==> config.mk <==
export PLATFORM = sky130hd
export DESIGN_NAME = status_led_indicator
export DESIGN_NICKNAME = d
export VERILOG_FILES = /design/src/rtl/status_led_pkg.sv /design/src/rtl/status_led_indicator.sv /design/src/rtl/link_act_led.sv
export SDC_FILE = /design/constraint.sdc
export NUM_CORES = 1
export LEC_CHECK = 0
export ABC_CLOCK_PERIOD_IN_PS = 4300
export BUFFER_PORTS_ARGS = -buffer_cell sky130_fd_sc_hd__buf_2
export CAP_MARGIN = 0
export CORE_MARGIN = 2
export CORE_UTILIZATION = 57
export CTS_CLUSTER_DIAMETER = 50
export DETAILED_ROUTE_END_ITERATION = 6
export PLACE_DENSITY = 0.74
export SYNTH_ARGS = -nofsm -noshare
export SYNTH_HDL_FRONTEND = slang
export SYNTH_SLANG_ARGS = --single-unit
export TNS_END_PERCENT = 20
==> constraint.sdc <==
create_clock -name clock -period 4.3 [get_ports clock]
set_input_delay 0.43 -clock clock [delete_from_list [all_inputs] [get_ports clock]]
set_output_delay 0.43 -clock clock [all_outputs]
set_load 0.02 [all_outputs]
==> src/rtl/status_led_pkg.sv <==
// constants and types for the front-panel indicator logic
package status_led_pkg;
    // ------------------------------------------------------------
    // clock and blink timing
    // ------------------------------------------------------------
    localparam int unsigned CLOCK_HZ = 20000000;
    localparam int unsigned TICK_US = 1000;
    localparam int unsigned TICK_CYCLES = (CLOCK_HZ / 1000000) * TICK_US;
    // periods in ticks (1 ms each)
    localparam logic [9:0] FLICKER_HALF_MS = 10'h032;
    localparam logic [9:0] FLASH_HALF_MS = 10'h0c8;
    localparam logic [9:0] SINGLE_ON_MS = 10'h0c8;
    localparam logic [9:0] SINGLE_PERIOD_MS = 10'h3e8;
    localparam logic [9:0] ACT_HALF_MS = 10'h032;
    localparam logic [9:0] ALT_HALF_MS = 10'h0c8;
    localparam logic [9:0] ACT_HOLD_MS = 10'h064;

    // ------------------------------------------------------------
    // slave state encoding and switch
    // ------------------------------------------------------------
    localparam logic [2:0] SM_INIT = 3'h1;
    localparam logic [2:0] SM_PREOP = 3'h2;
    localparam logic [2:0] SM_BOOT = 3'h3;
    localparam logic [2:0] SM_SAFEOP = 3'h4;
    localparam logic [2:0] SM_OP = 3'h0;
    localparam int unsigned SW_W = 4;
    localparam int unsigned SW_VALID_MAX = 9;

    typedef enum logic [3:0] {
        RUN_NORMAL = 4'h1,
        RUN_FB_FAULT = 4'h2,
        RUN_ETH_FAULT = 4'h4,
        RUN_BAD_SWITCH = 4'h8
    } run_state_t;
endpackage

==> src/rtl/status_led_indicator.sv <==
// front-panel link/activity and run indicator driver
// Functional notes
// - port link/activity indicator dark while that port has no link
// - linked port without traffic lights its indicator steadily
// - linked port with frames blinks its indicator
// - run indicator off in INIT
// - run indicator single flash in PREOP
// - run indicator regular flashing in SAFEOP
// - run indicator steady green in OP
// - run indicator fast flicker in BOOTSTRAP
// - fieldbus mode, switch moved: steady orange until reset
// - ethernet mode, switch moved: steady red until reset
// - invalid switch at power-on: alternate red/green until valid
`timescale 1ns/1ps
module status_led_indicator
    import status_led_pkg::*;
#(
    parameter int unsigned PORTS = 2,
    parameter int unsigned TICK_DIV = TICK_CYCLES
)(
    input wire logic clock,
    input wire logic sys_rst,
    input wire logic [PORTS-1:0] link_up,
    input wire logic [PORTS-1:0] frame_seen,
    input wire logic [2:0] slave_state,
    input wire logic [SW_W-1:0] mode_switch,
    input wire logic fieldbus_mode,
    output logic [PORTS-1:0] link_led,
    output logic run_green,
    output logic run_red
);
    // ------------------------------------------------------------
    // millisecond tick
    // ------------------------------------------------------------
    logic [15:0] div_r;
    logic tick_r;

    always_ff @(posedge clock) begin
        if (sys_rst || div_r == 16'(TICK_DIV - 1)) begin
            div_r <= 16'h0000;
        end else begin
            div_r <= div_r + 16'h0001;
        end
    end

    always_ff @(posedge clock) begin
        if (sys_rst) begin
            tick_r <= 1'b0;
        end else begin
            tick_r <= (div_r == 16'(TICK_DIV - 1));
        end
    end

    // ------------------------------------------------------------
    // per-port indicators
    // ------------------------------------------------------------
    for (genvar i = 0; i < PORTS; i++) begin : g_port
        link_act_led u_port (
            .clock(clock),
            .sys_rst(sys_rst),
            .tick(tick_r),
            .link_up(link_up[i]),
            .frame_seen(frame_seen[i]),
            .led(link_led[i])
        );
    end

    // ------------------------------------------------------------
    // input synchronisers
    // ------------------------------------------------------------
    logic [2:0] st_s1_r, st_s2_r;
    logic [SW_W-1:0] sw_s1_r, sw_s2_r;
    logic [1:0] mode_sync_r;

    always_ff @(posedge clock) begin
        if (sys_rst) begin
            st_s1_r <= SM_INIT;
            st_s2_r <= SM_INIT;
            sw_s1_r <= '0;
            sw_s2_r <= '0;
            mode_sync_r <= 2'h0;
        end else begin
            st_s1_r <= slave_state;
            st_s2_r <= st_s1_r;
            sw_s1_r <= mode_switch;
            sw_s2_r <= sw_s1_r;
            mode_sync_r <= {mode_sync_r[0], fieldbus_mode};
        end
    end

    // ------------------------------------------------------------
    // pattern generators
    // ------------------------------------------------------------
    logic [9:0] flk_r, fls_r, sgl_r, alt_r;
    logic flk_ph_r, fls_ph_r, alt_ph_r;

    // distinct periods: flicker 100 ms, flash 400 ms, single 1 s
    always_ff @(posedge clock) begin
        if (sys_rst) begin
            flk_r <= 10'h000;
            flk_ph_r <= 1'b0;
        end else if (tick_r) begin
            if (flk_r >= FLICKER_HALF_MS - 10'h001) begin
                flk_r <= 10'h000;
                flk_ph_r <= ~flk_ph_r;
            end else begin
                flk_r <= flk_r + 10'h001;
            end
        end
    end

    always_ff @(posedge clock) begin
        if (sys_rst) begin
            fls_r <= 10'h000;
            fls_ph_r <= 1'b0;
        end else if (tick_r) begin
            if (fls_r >= FLASH_HALF_MS - 10'h001) begin
                fls_r <= 10'h000;
                fls_ph_r <= ~fls_ph_r;
            end else begin
                fls_r <= fls_r + 10'h001;
            end
        end
    end

    always_ff @(posedge clock) begin
        if (sys_rst) begin
            sgl_r <= 10'h000;
        end else if (tick_r) begin
            if (sgl_r >= SINGLE_PERIOD_MS - 10'h001) begin
                sgl_r <= 10'h000;
            end else begin
                sgl_r <= sgl_r + 10'h001;
            end
        end
    end

    always_ff @(posedge clock) begin
        if (sys_rst) begin
            alt_r <= 10'h000;
            alt_ph_r <= 1'b0;
        end else if (tick_r) begin
            if (alt_r >= ALT_HALF_MS - 10'h001) begin
                alt_r <= 10'h000;
                alt_ph_r <= ~alt_ph_r;
            end else begin
                alt_r <= alt_r + 10'h001;
            end
        end
    end

    logic single_on;
    assign single_on = (sgl_r < SINGLE_ON_MS);

    // ------------------------------------------------------------
    // switch supervision
    // ------------------------------------------------------------
    // position captured a few cycles after reset release, once synced
    logic [1:0] settle_r;
    logic armed_r;
    logic [SW_W-1:0] sw_ref_r;
    logic sw_valid;
    run_state_t run_r;

    assign sw_valid = (32'(sw_s2_r) <= SW_VALID_MAX);

    always_ff @(posedge clock) begin
        if (sys_rst) begin
            settle_r <= 2'h0;
            armed_r <= 1'b0;
            sw_ref_r <= '0;
        end else if (!armed_r) begin
            settle_r <= settle_r + 2'h1;
            if (settle_r == 2'h3) begin
                armed_r <= 1'b1;
                sw_ref_r <= sw_s2_r;
            end
        end else if (run_r == RUN_BAD_SWITCH && sw_valid) begin
            sw_ref_r <= sw_s2_r;
        end
    end

    // faults latch until reset; bad switch clears once valid
    always_ff @(posedge clock) begin
        if (sys_rst) begin
            run_r <= RUN_NORMAL;
        end else begin
            case (run_r)
                RUN_NORMAL: begin
                    if (armed_r && sw_s2_r != sw_ref_r) begin
                        run_r <= mode_sync_r[1] ? RUN_FB_FAULT : RUN_ETH_FAULT;
                    end else if (!armed_r && settle_r == 2'h3 && !sw_valid) begin
                        run_r <= RUN_BAD_SWITCH;
                    end
                end
                RUN_BAD_SWITCH: begin
                    if (sw_valid) begin
                        run_r <= RUN_NORMAL;
                    end
                end
                RUN_FB_FAULT: run_r <= RUN_FB_FAULT;
                RUN_ETH_FAULT: run_r <= RUN_ETH_FAULT;
                default: run_r <= RUN_NORMAL;
            endcase
        end
    end

    // ------------------------------------------------------------
    // run indicator (orange = red + green)
    // ------------------------------------------------------------
    logic green_nxt;

    always_comb begin
        case (st_s2_r)
            SM_INIT: green_nxt = 1'b0;
            SM_PREOP: green_nxt = single_on;
            SM_SAFEOP: green_nxt = fls_ph_r;
            SM_OP: green_nxt = 1'b1;
            SM_BOOT: green_nxt = flk_ph_r;
            default: green_nxt = 1'b0;
        endcase
    end

    always_ff @(posedge clock) begin
        if (sys_rst) begin
            run_green <= 1'b0;
            run_red <= 1'b0;
        end else begin
            case (run_r)
                RUN_FB_FAULT: begin
                    run_green <= 1'b1;
                    run_red <= 1'b1;
                end
                RUN_ETH_FAULT: begin
                    run_green <= 1'b0;
                    run_red <= 1'b1;
                end
                RUN_BAD_SWITCH: begin
                    run_green <= alt_ph_r;
                    run_red <= ~alt_ph_r;
                end
                default: begin
                    run_green <= green_nxt;
                    run_red <= 1'b0;
                end
            endcase
        end
    end

    init_off_a: assert property (@(posedge clock) disable iff (sys_rst)
        run_r == RUN_NORMAL && st_s2_r == SM_INIT |=> !run_green && !run_red)
        else $error("run lit in init");
    op_steady_a: assert property (@(posedge clock) disable iff (sys_rst)
        run_r == RUN_NORMAL && st_s2_r == SM_OP |=> run_green && !run_red)
        else $error("run not steady in op");
    preop_single_a: assert property (@(posedge clock) disable iff (sys_rst)
        run_r == RUN_NORMAL && st_s2_r == SM_PREOP |=> run_green == $past(single_on))
        else $error("preop pattern wrong");
    safeop_flash_a: assert property (@(posedge clock) disable iff (sys_rst)
        run_r == RUN_NORMAL && st_s2_r == SM_SAFEOP |=> run_green == $past(fls_ph_r))
        else $error("safeop pattern wrong");
    boot_flicker_a: assert property (@(posedge clock) disable iff (sys_rst)
        run_r == RUN_NORMAL && st_s2_r == SM_BOOT |=> run_green == $past(flk_ph_r))
        else $error("bootstrap pattern wrong");
    fb_orange_a: assert property (@(posedge clock) disable iff (sys_rst)
        run_r == RUN_FB_FAULT |=> run_green && run_red && run_r == RUN_FB_FAULT)
        else $error("fieldbus fault not orange");
    eth_red_a: assert property (@(posedge clock) disable iff (sys_rst)
        run_r == RUN_ETH_FAULT |=> !run_green && run_red && run_r == RUN_ETH_FAULT)
        else $error("ethernet fault not red");
    bad_alt_a: assert property (@(posedge clock) disable iff (sys_rst)
        run_r == RUN_BAD_SWITCH |=> run_green != run_red)
        else $error("bad switch not alternating");
    move_detect_a: assert property (@(posedge clock) disable iff (sys_rst)
        run_r == RUN_NORMAL && armed_r && sw_s2_r != sw_ref_r
        |=> run_r == RUN_FB_FAULT || run_r == RUN_ETH_FAULT)
        else $error("switch move missed");
    flash_period_a: assert property (@(posedge clock) disable iff (sys_rst)
        tick_r && fls_r == FLASH_HALF_MS - 10'h001 |=> fls_ph_r != $past(fls_ph_r))
        else $error("flash half period wrong");
endmodule

==> src/rtl/link_act_led.sv <==
// one port link/activity indicator driver
`timescale 1ns/1ps
module link_act_led
    import status_led_pkg::*;
(
    input wire logic clock,
    input wire logic sys_rst,
    input wire logic tick,
    input wire logic link_up,
    input wire logic frame_seen,
    output logic led
);
    logic [1:0] link_sync_r;
    logic [1:0] act_sync_r;
    logic [9:0] hold_r;
    logic [9:0] blink_r;
    logic phase_r;

    // pin inputs cross into the clock domain
    always_ff @(posedge clock) begin
        if (sys_rst) begin
            link_sync_r <= 2'h0;
            act_sync_r <= 2'h0;
        end else begin
            link_sync_r <= {link_sync_r[0], link_up};
            act_sync_r <= {act_sync_r[0], frame_seen};
        end
    end

    // stretch short frames so a blink is visible
    always_ff @(posedge clock) begin
        if (sys_rst || !link_sync_r[1]) begin
            hold_r <= 10'h000;
        end else if (act_sync_r[1]) begin
            hold_r <= ACT_HOLD_MS;
        end else if (tick && hold_r != 10'h000) begin
            hold_r <= hold_r - 10'h001;
        end
    end

    always_ff @(posedge clock) begin
        if (sys_rst) begin
            blink_r <= 10'h000;
            phase_r <= 1'b0;
        end else if (tick) begin
            if (blink_r >= ACT_HALF_MS - 10'h001) begin
                blink_r <= 10'h000;
                phase_r <= ~phase_r;
            end else begin
                blink_r <= blink_r + 10'h001;
            end
        end
    end

    always_ff @(posedge clock) begin
        if (sys_rst || !link_sync_r[1]) begin
            led <= 1'b0;
        end else if (hold_r != 10'h000) begin
            led <= phase_r;
        end else begin
            led <= 1'b1;
        end
    end

    dark_nolink_a: assert property (@(posedge clock) disable iff (sys_rst)
        !link_sync_r[1] |=> !led) else $error("led lit without link");
    steady_link_a: assert property (@(posedge clock) disable iff (sys_rst)
        link_sync_r[1] && hold_r == 10'h000 |=> led)
        else $error("linked idle led not on");
endmodule

==> summary.txt <==
outcome: completed
grt total ovfl: 0
CP Max Fanout: 6
Post-synth EDFFs: 0
Yosys warnings: 0
Final ANT Viol Nets: 0
DIE AREA: 11,300 um2
# Post-CTS Setup Buffers: 0
NumNets Final: 699
vias in the first global route: 4,505
num rows: 37
via count: 4,490
Overall Power: 2.86 mW
antenna cells: 0
core area: 10,200 um2
# clock sinks: 141
Hold/Removal Path Class: in -> reg
worst slew pin tran: 1.05 ns
Static Leakage: 2.49 nW
global-route usage over all layers: 20.8%
worst vdd ir: 0.000345 V
Initial Util: 58.3%
TritonCTS clock tree: built
Synth-to-Final Area Change: 12.9%
Vias/cell: 5.50
fraction of registers with async set or reset after synthesis: 0%
clk slew on worst S/H paths: 0.07 ns
first-pass GRT wire length: 19,000 um
Worst EP arrival: 2.49 ns
Root Driver: clkbuf_8
Peak Freq: 0.474 GHz
worst setup margin: 2.19 ns
PwrDens: 425 nW/um2
Synth Flop Type: dfxtp_1
placed wire-length estimate: 7050 um
cts bufs inserted: 17
crit end category: register
Max Cap Viol: 0
Cell Area, Placed: 6140 um2
die height: 106 um
Syn Nets: 682
syn_area_per_cell: 9.16 um2
Setup TNS Final: 0 ns
initial antenna violation count: 0
Wirelength per Cell: 13.1 um
Initial DRT Pass Iterations: 6
IO Pins: 18
Initial DRC Count: 219
clock latency on the worst-skew pair: 0.53 ns
final period utilization: 49.0%
Port Buffer Count: 17
routed wire length: 10,700 um
Inst Count DP: 785
CTS Buffer Depth: 2
Netlist cell types: 55
Setup CP Type: reg -> reg
post-cts repair resize count: 0
cell area after layout: 6730 um2
largest net degree at the start of global routing: 52
relative slew slack: 29.1%
RSZ-0062 raised after global routing: false
worst clock skew: 0.0119 ns
Die Wd: 106 um
Tmin final: 2.11 ns
fin cells: 817
CP Launch Type: register
layout cells sized above 1: 10.7%
hold violation count in the final report: 0
Final Setup Violations: 0
Worst EP required: 4.68 ns
# H-tree levels: 4
max-slew violation count: 0
pre-CTS setup slack: 2.10 ns
register area share after synthesis: 47.3%
# DRC: 0
gpl congestion: 0.849
cts hold-fix bufs: 0
Yosys reg bits: 141
mapped cell area: 5970 um2
instance count of the mapped netlist: 651
fill cell count: 797
## synthesized netlist by cell type, types with 2 or more instances
| master | instances | area [um2] |
|---|---|---|
| nor2b_1 | 27 | 169 |
| mux2i_1 | 11 | 110 |
| nand2_1 | 39 | 146 |
| xnor2_1 | 31 | 272 |
| nor2_1 | 116 | 435 |
| a211oi_1 | 6 | 45.0 |
| o21ai_0 | 8 | 40.0 |
| a2111oi_0 | 5 | 43.8 |
| a31o_2 | 3 | 26.3 |
| or3_1 | 8 | 50.1 |
| or4b_2 | 2 | 20.0 |
| or2_2 | 4 | 25.0 |
| o31ai_1 | 2 | 15.0 |
| nand3_1 | 19 | 95.1 |
| clkbuf_1 | 12 | 45.0 |
| xor2_1 | 33 | 289 |
| nor4_1 | 8 | 50.1 |
| and3_1 | 8 | 50.1 |
| or4_1 | 3 | 22.5 |
| inv_1 | 22 | 82.6 |
| and4_1 | 3 | 26.3 |
| a21oi_1 | 24 | 120 |
| o21ba_2 | 6 | 60.1 |
| nor3_1 | 12 | 60.1 |
| a31oi_1 | 10 | 62.6 |
| nor3b_1 | 4 | 30.0 |
| o21a_1 | 3 | 22.5 |
| buf_1 | 5 | 18.8 |
| dfxtp_1 | 141 | 2820 |
| nand2b_1 | 5 | 31.3 |
| buf_4 | 3 | 22.5 |
| ha_1 | 17 | 213 |
| nand4_1 | 18 | 113 |
| a21o_1 | 6 | 45.0 |
| nor4b_1 | 6 | 52.6 |
| o311ai_0 | 2 | 17.5 |
## metal layers
metal / up-vias / global-route usage, % / wire, um / part of all wire, %
met1: 2114 / 23.7 / 4860 / 45
li1: 2283 / - / - / -
met2: 73 / 36.3 / 5300 / 50
met4: 0 / 8.18 / 202 / 1.9
met3: 20 / 6.25 / 339 / 3.2
met5: - / 0 / 0 / 0
## metrics by stage
step | hold WS [ns] | utilization [%]
CTS | 0.0814 | 65.8
global route | 0.0786 | 65.8
floorplan | 0.389 | -
finish | 0.0919 | 65.8
global placement | 0.403 | 60.0
detailed placement | 0.401 | 60.0
## flip-flops by register name, summed over array words and instances (netlist names), 10 cells and up
register and count:
alt_r 10, div_r 16, flk_r 10, fls_r 10, g_port.u_port.blink_r 20, g_port.u_port.hold_r 20, sgl_r 10
## layout by cell type, fill, tap and decap left out, types with 3 or more instances in the layout
master / Yosys / layout
a2111oi_0: 5 / 5
a211oi_1: 6 / 6
a21o_1: 6 / 6
a21oi_1: 24 / 24
a31o_2: 3 / 3
a31oi_1: 10 / 10
and3_1: 8 / 8
and4_1: 3 / 3
buf_2: 0 / 17
clkbuf_16: 0 / 16
dfxtp_1: 141 / 140
ha_1: 17 / 17
inv_1: 22 / 22
inv_6: 0 / 6
inv_8: 0 / 3
mux2i_1: 11 / 11
nand2_1: 39 / 39
nand2b_1: 5 / 5
nand3_1: 19 / 19
nand4_1: 18 / 18
nor2_1: 116 / 116
nor2b_1: 27 / 27
nor3_1: 12 / 12
nor3b_1: 4 / 4
nor4_1: 8 / 8
nor4b_1: 6 / 6
o21a_1: 3 / 3
o21ai_0: 8 / 8
o21ba_2: 6 / 6
or2_2: 4 / 4
or3_1: 8 / 8
or4_1: 3 / 3
xnor2_1: 31 / 31
xor2_1: 33 / 33
## cell type report
| type | instances | area [um2] | area share (%) |
|---|---|---|---|
| Clock buffer | 17 | 414 | 6.15 |
| Clock inverter | 15 | 175 | 2.60 |
| Inverter | 22 | 82.6 | 1.23 |
| Multi-Input combinational cell | 468 | 2970 | 44.2 |
| Sequential cell | 141 | 2820 | 41.9 |
| Tap cell | 136 | 170 | 2.53 |
| Timing Repair Buffer | 18 | 92.6 | 1.38 |
## cell families (layout without fill, tap and decap cells)
| logic type | Yosys count | in the layout | synth area share, % |
|---|---|---|---|
| simple gates | 289 | 289 | 24.4 |
| fa+ha+maj | 17 | 17 | 3.57 |
| flops | 141 | 141 | 47.3 |
| mux | 12 | 12 | 2.03 |
| compound gates | 86 | 86 | 10.4 |
| xor+xnor | 64 | 64 | 9.40 |
| buf+inv | 42 | 72 | 2.83 |
## final timing paths
path,cells past startpoint,from,slack (ns),end
hold / removal,2,slave_state[0],0.09,st_s1_r[0]
setup / recovery,4,run_r[3],2.19,sw_ref_r[0]
hold reg to reg,1,st_s1_r[0],0.42,st_s2_r[0]
setup reg to reg,4,run_r[3],2.19,sw_ref_r[0]
## power by group
group / total [mW] / leakage (nW) / internal, mW / switching (mW)
Combinational: 0.0731 / 1.06 / 0.0309 / 0.0422
Sequential: 1.34 / 1.14 / 1.33 / 0.0124
Clock: 1.45 / 0.286 / 0.847 / 0.603
Total: 2.86 / 2.49 / 2.21 / 0.658
## critical path, stage by stage (launching register included)
cell	delay, ns
dfxtp_1	0.38
nor4b_1	0.86
a31oi_1	0.39
mux2i_1	0.26
nor2_1	0.07
Note: power is estimated with default switching activity, not from simulation.
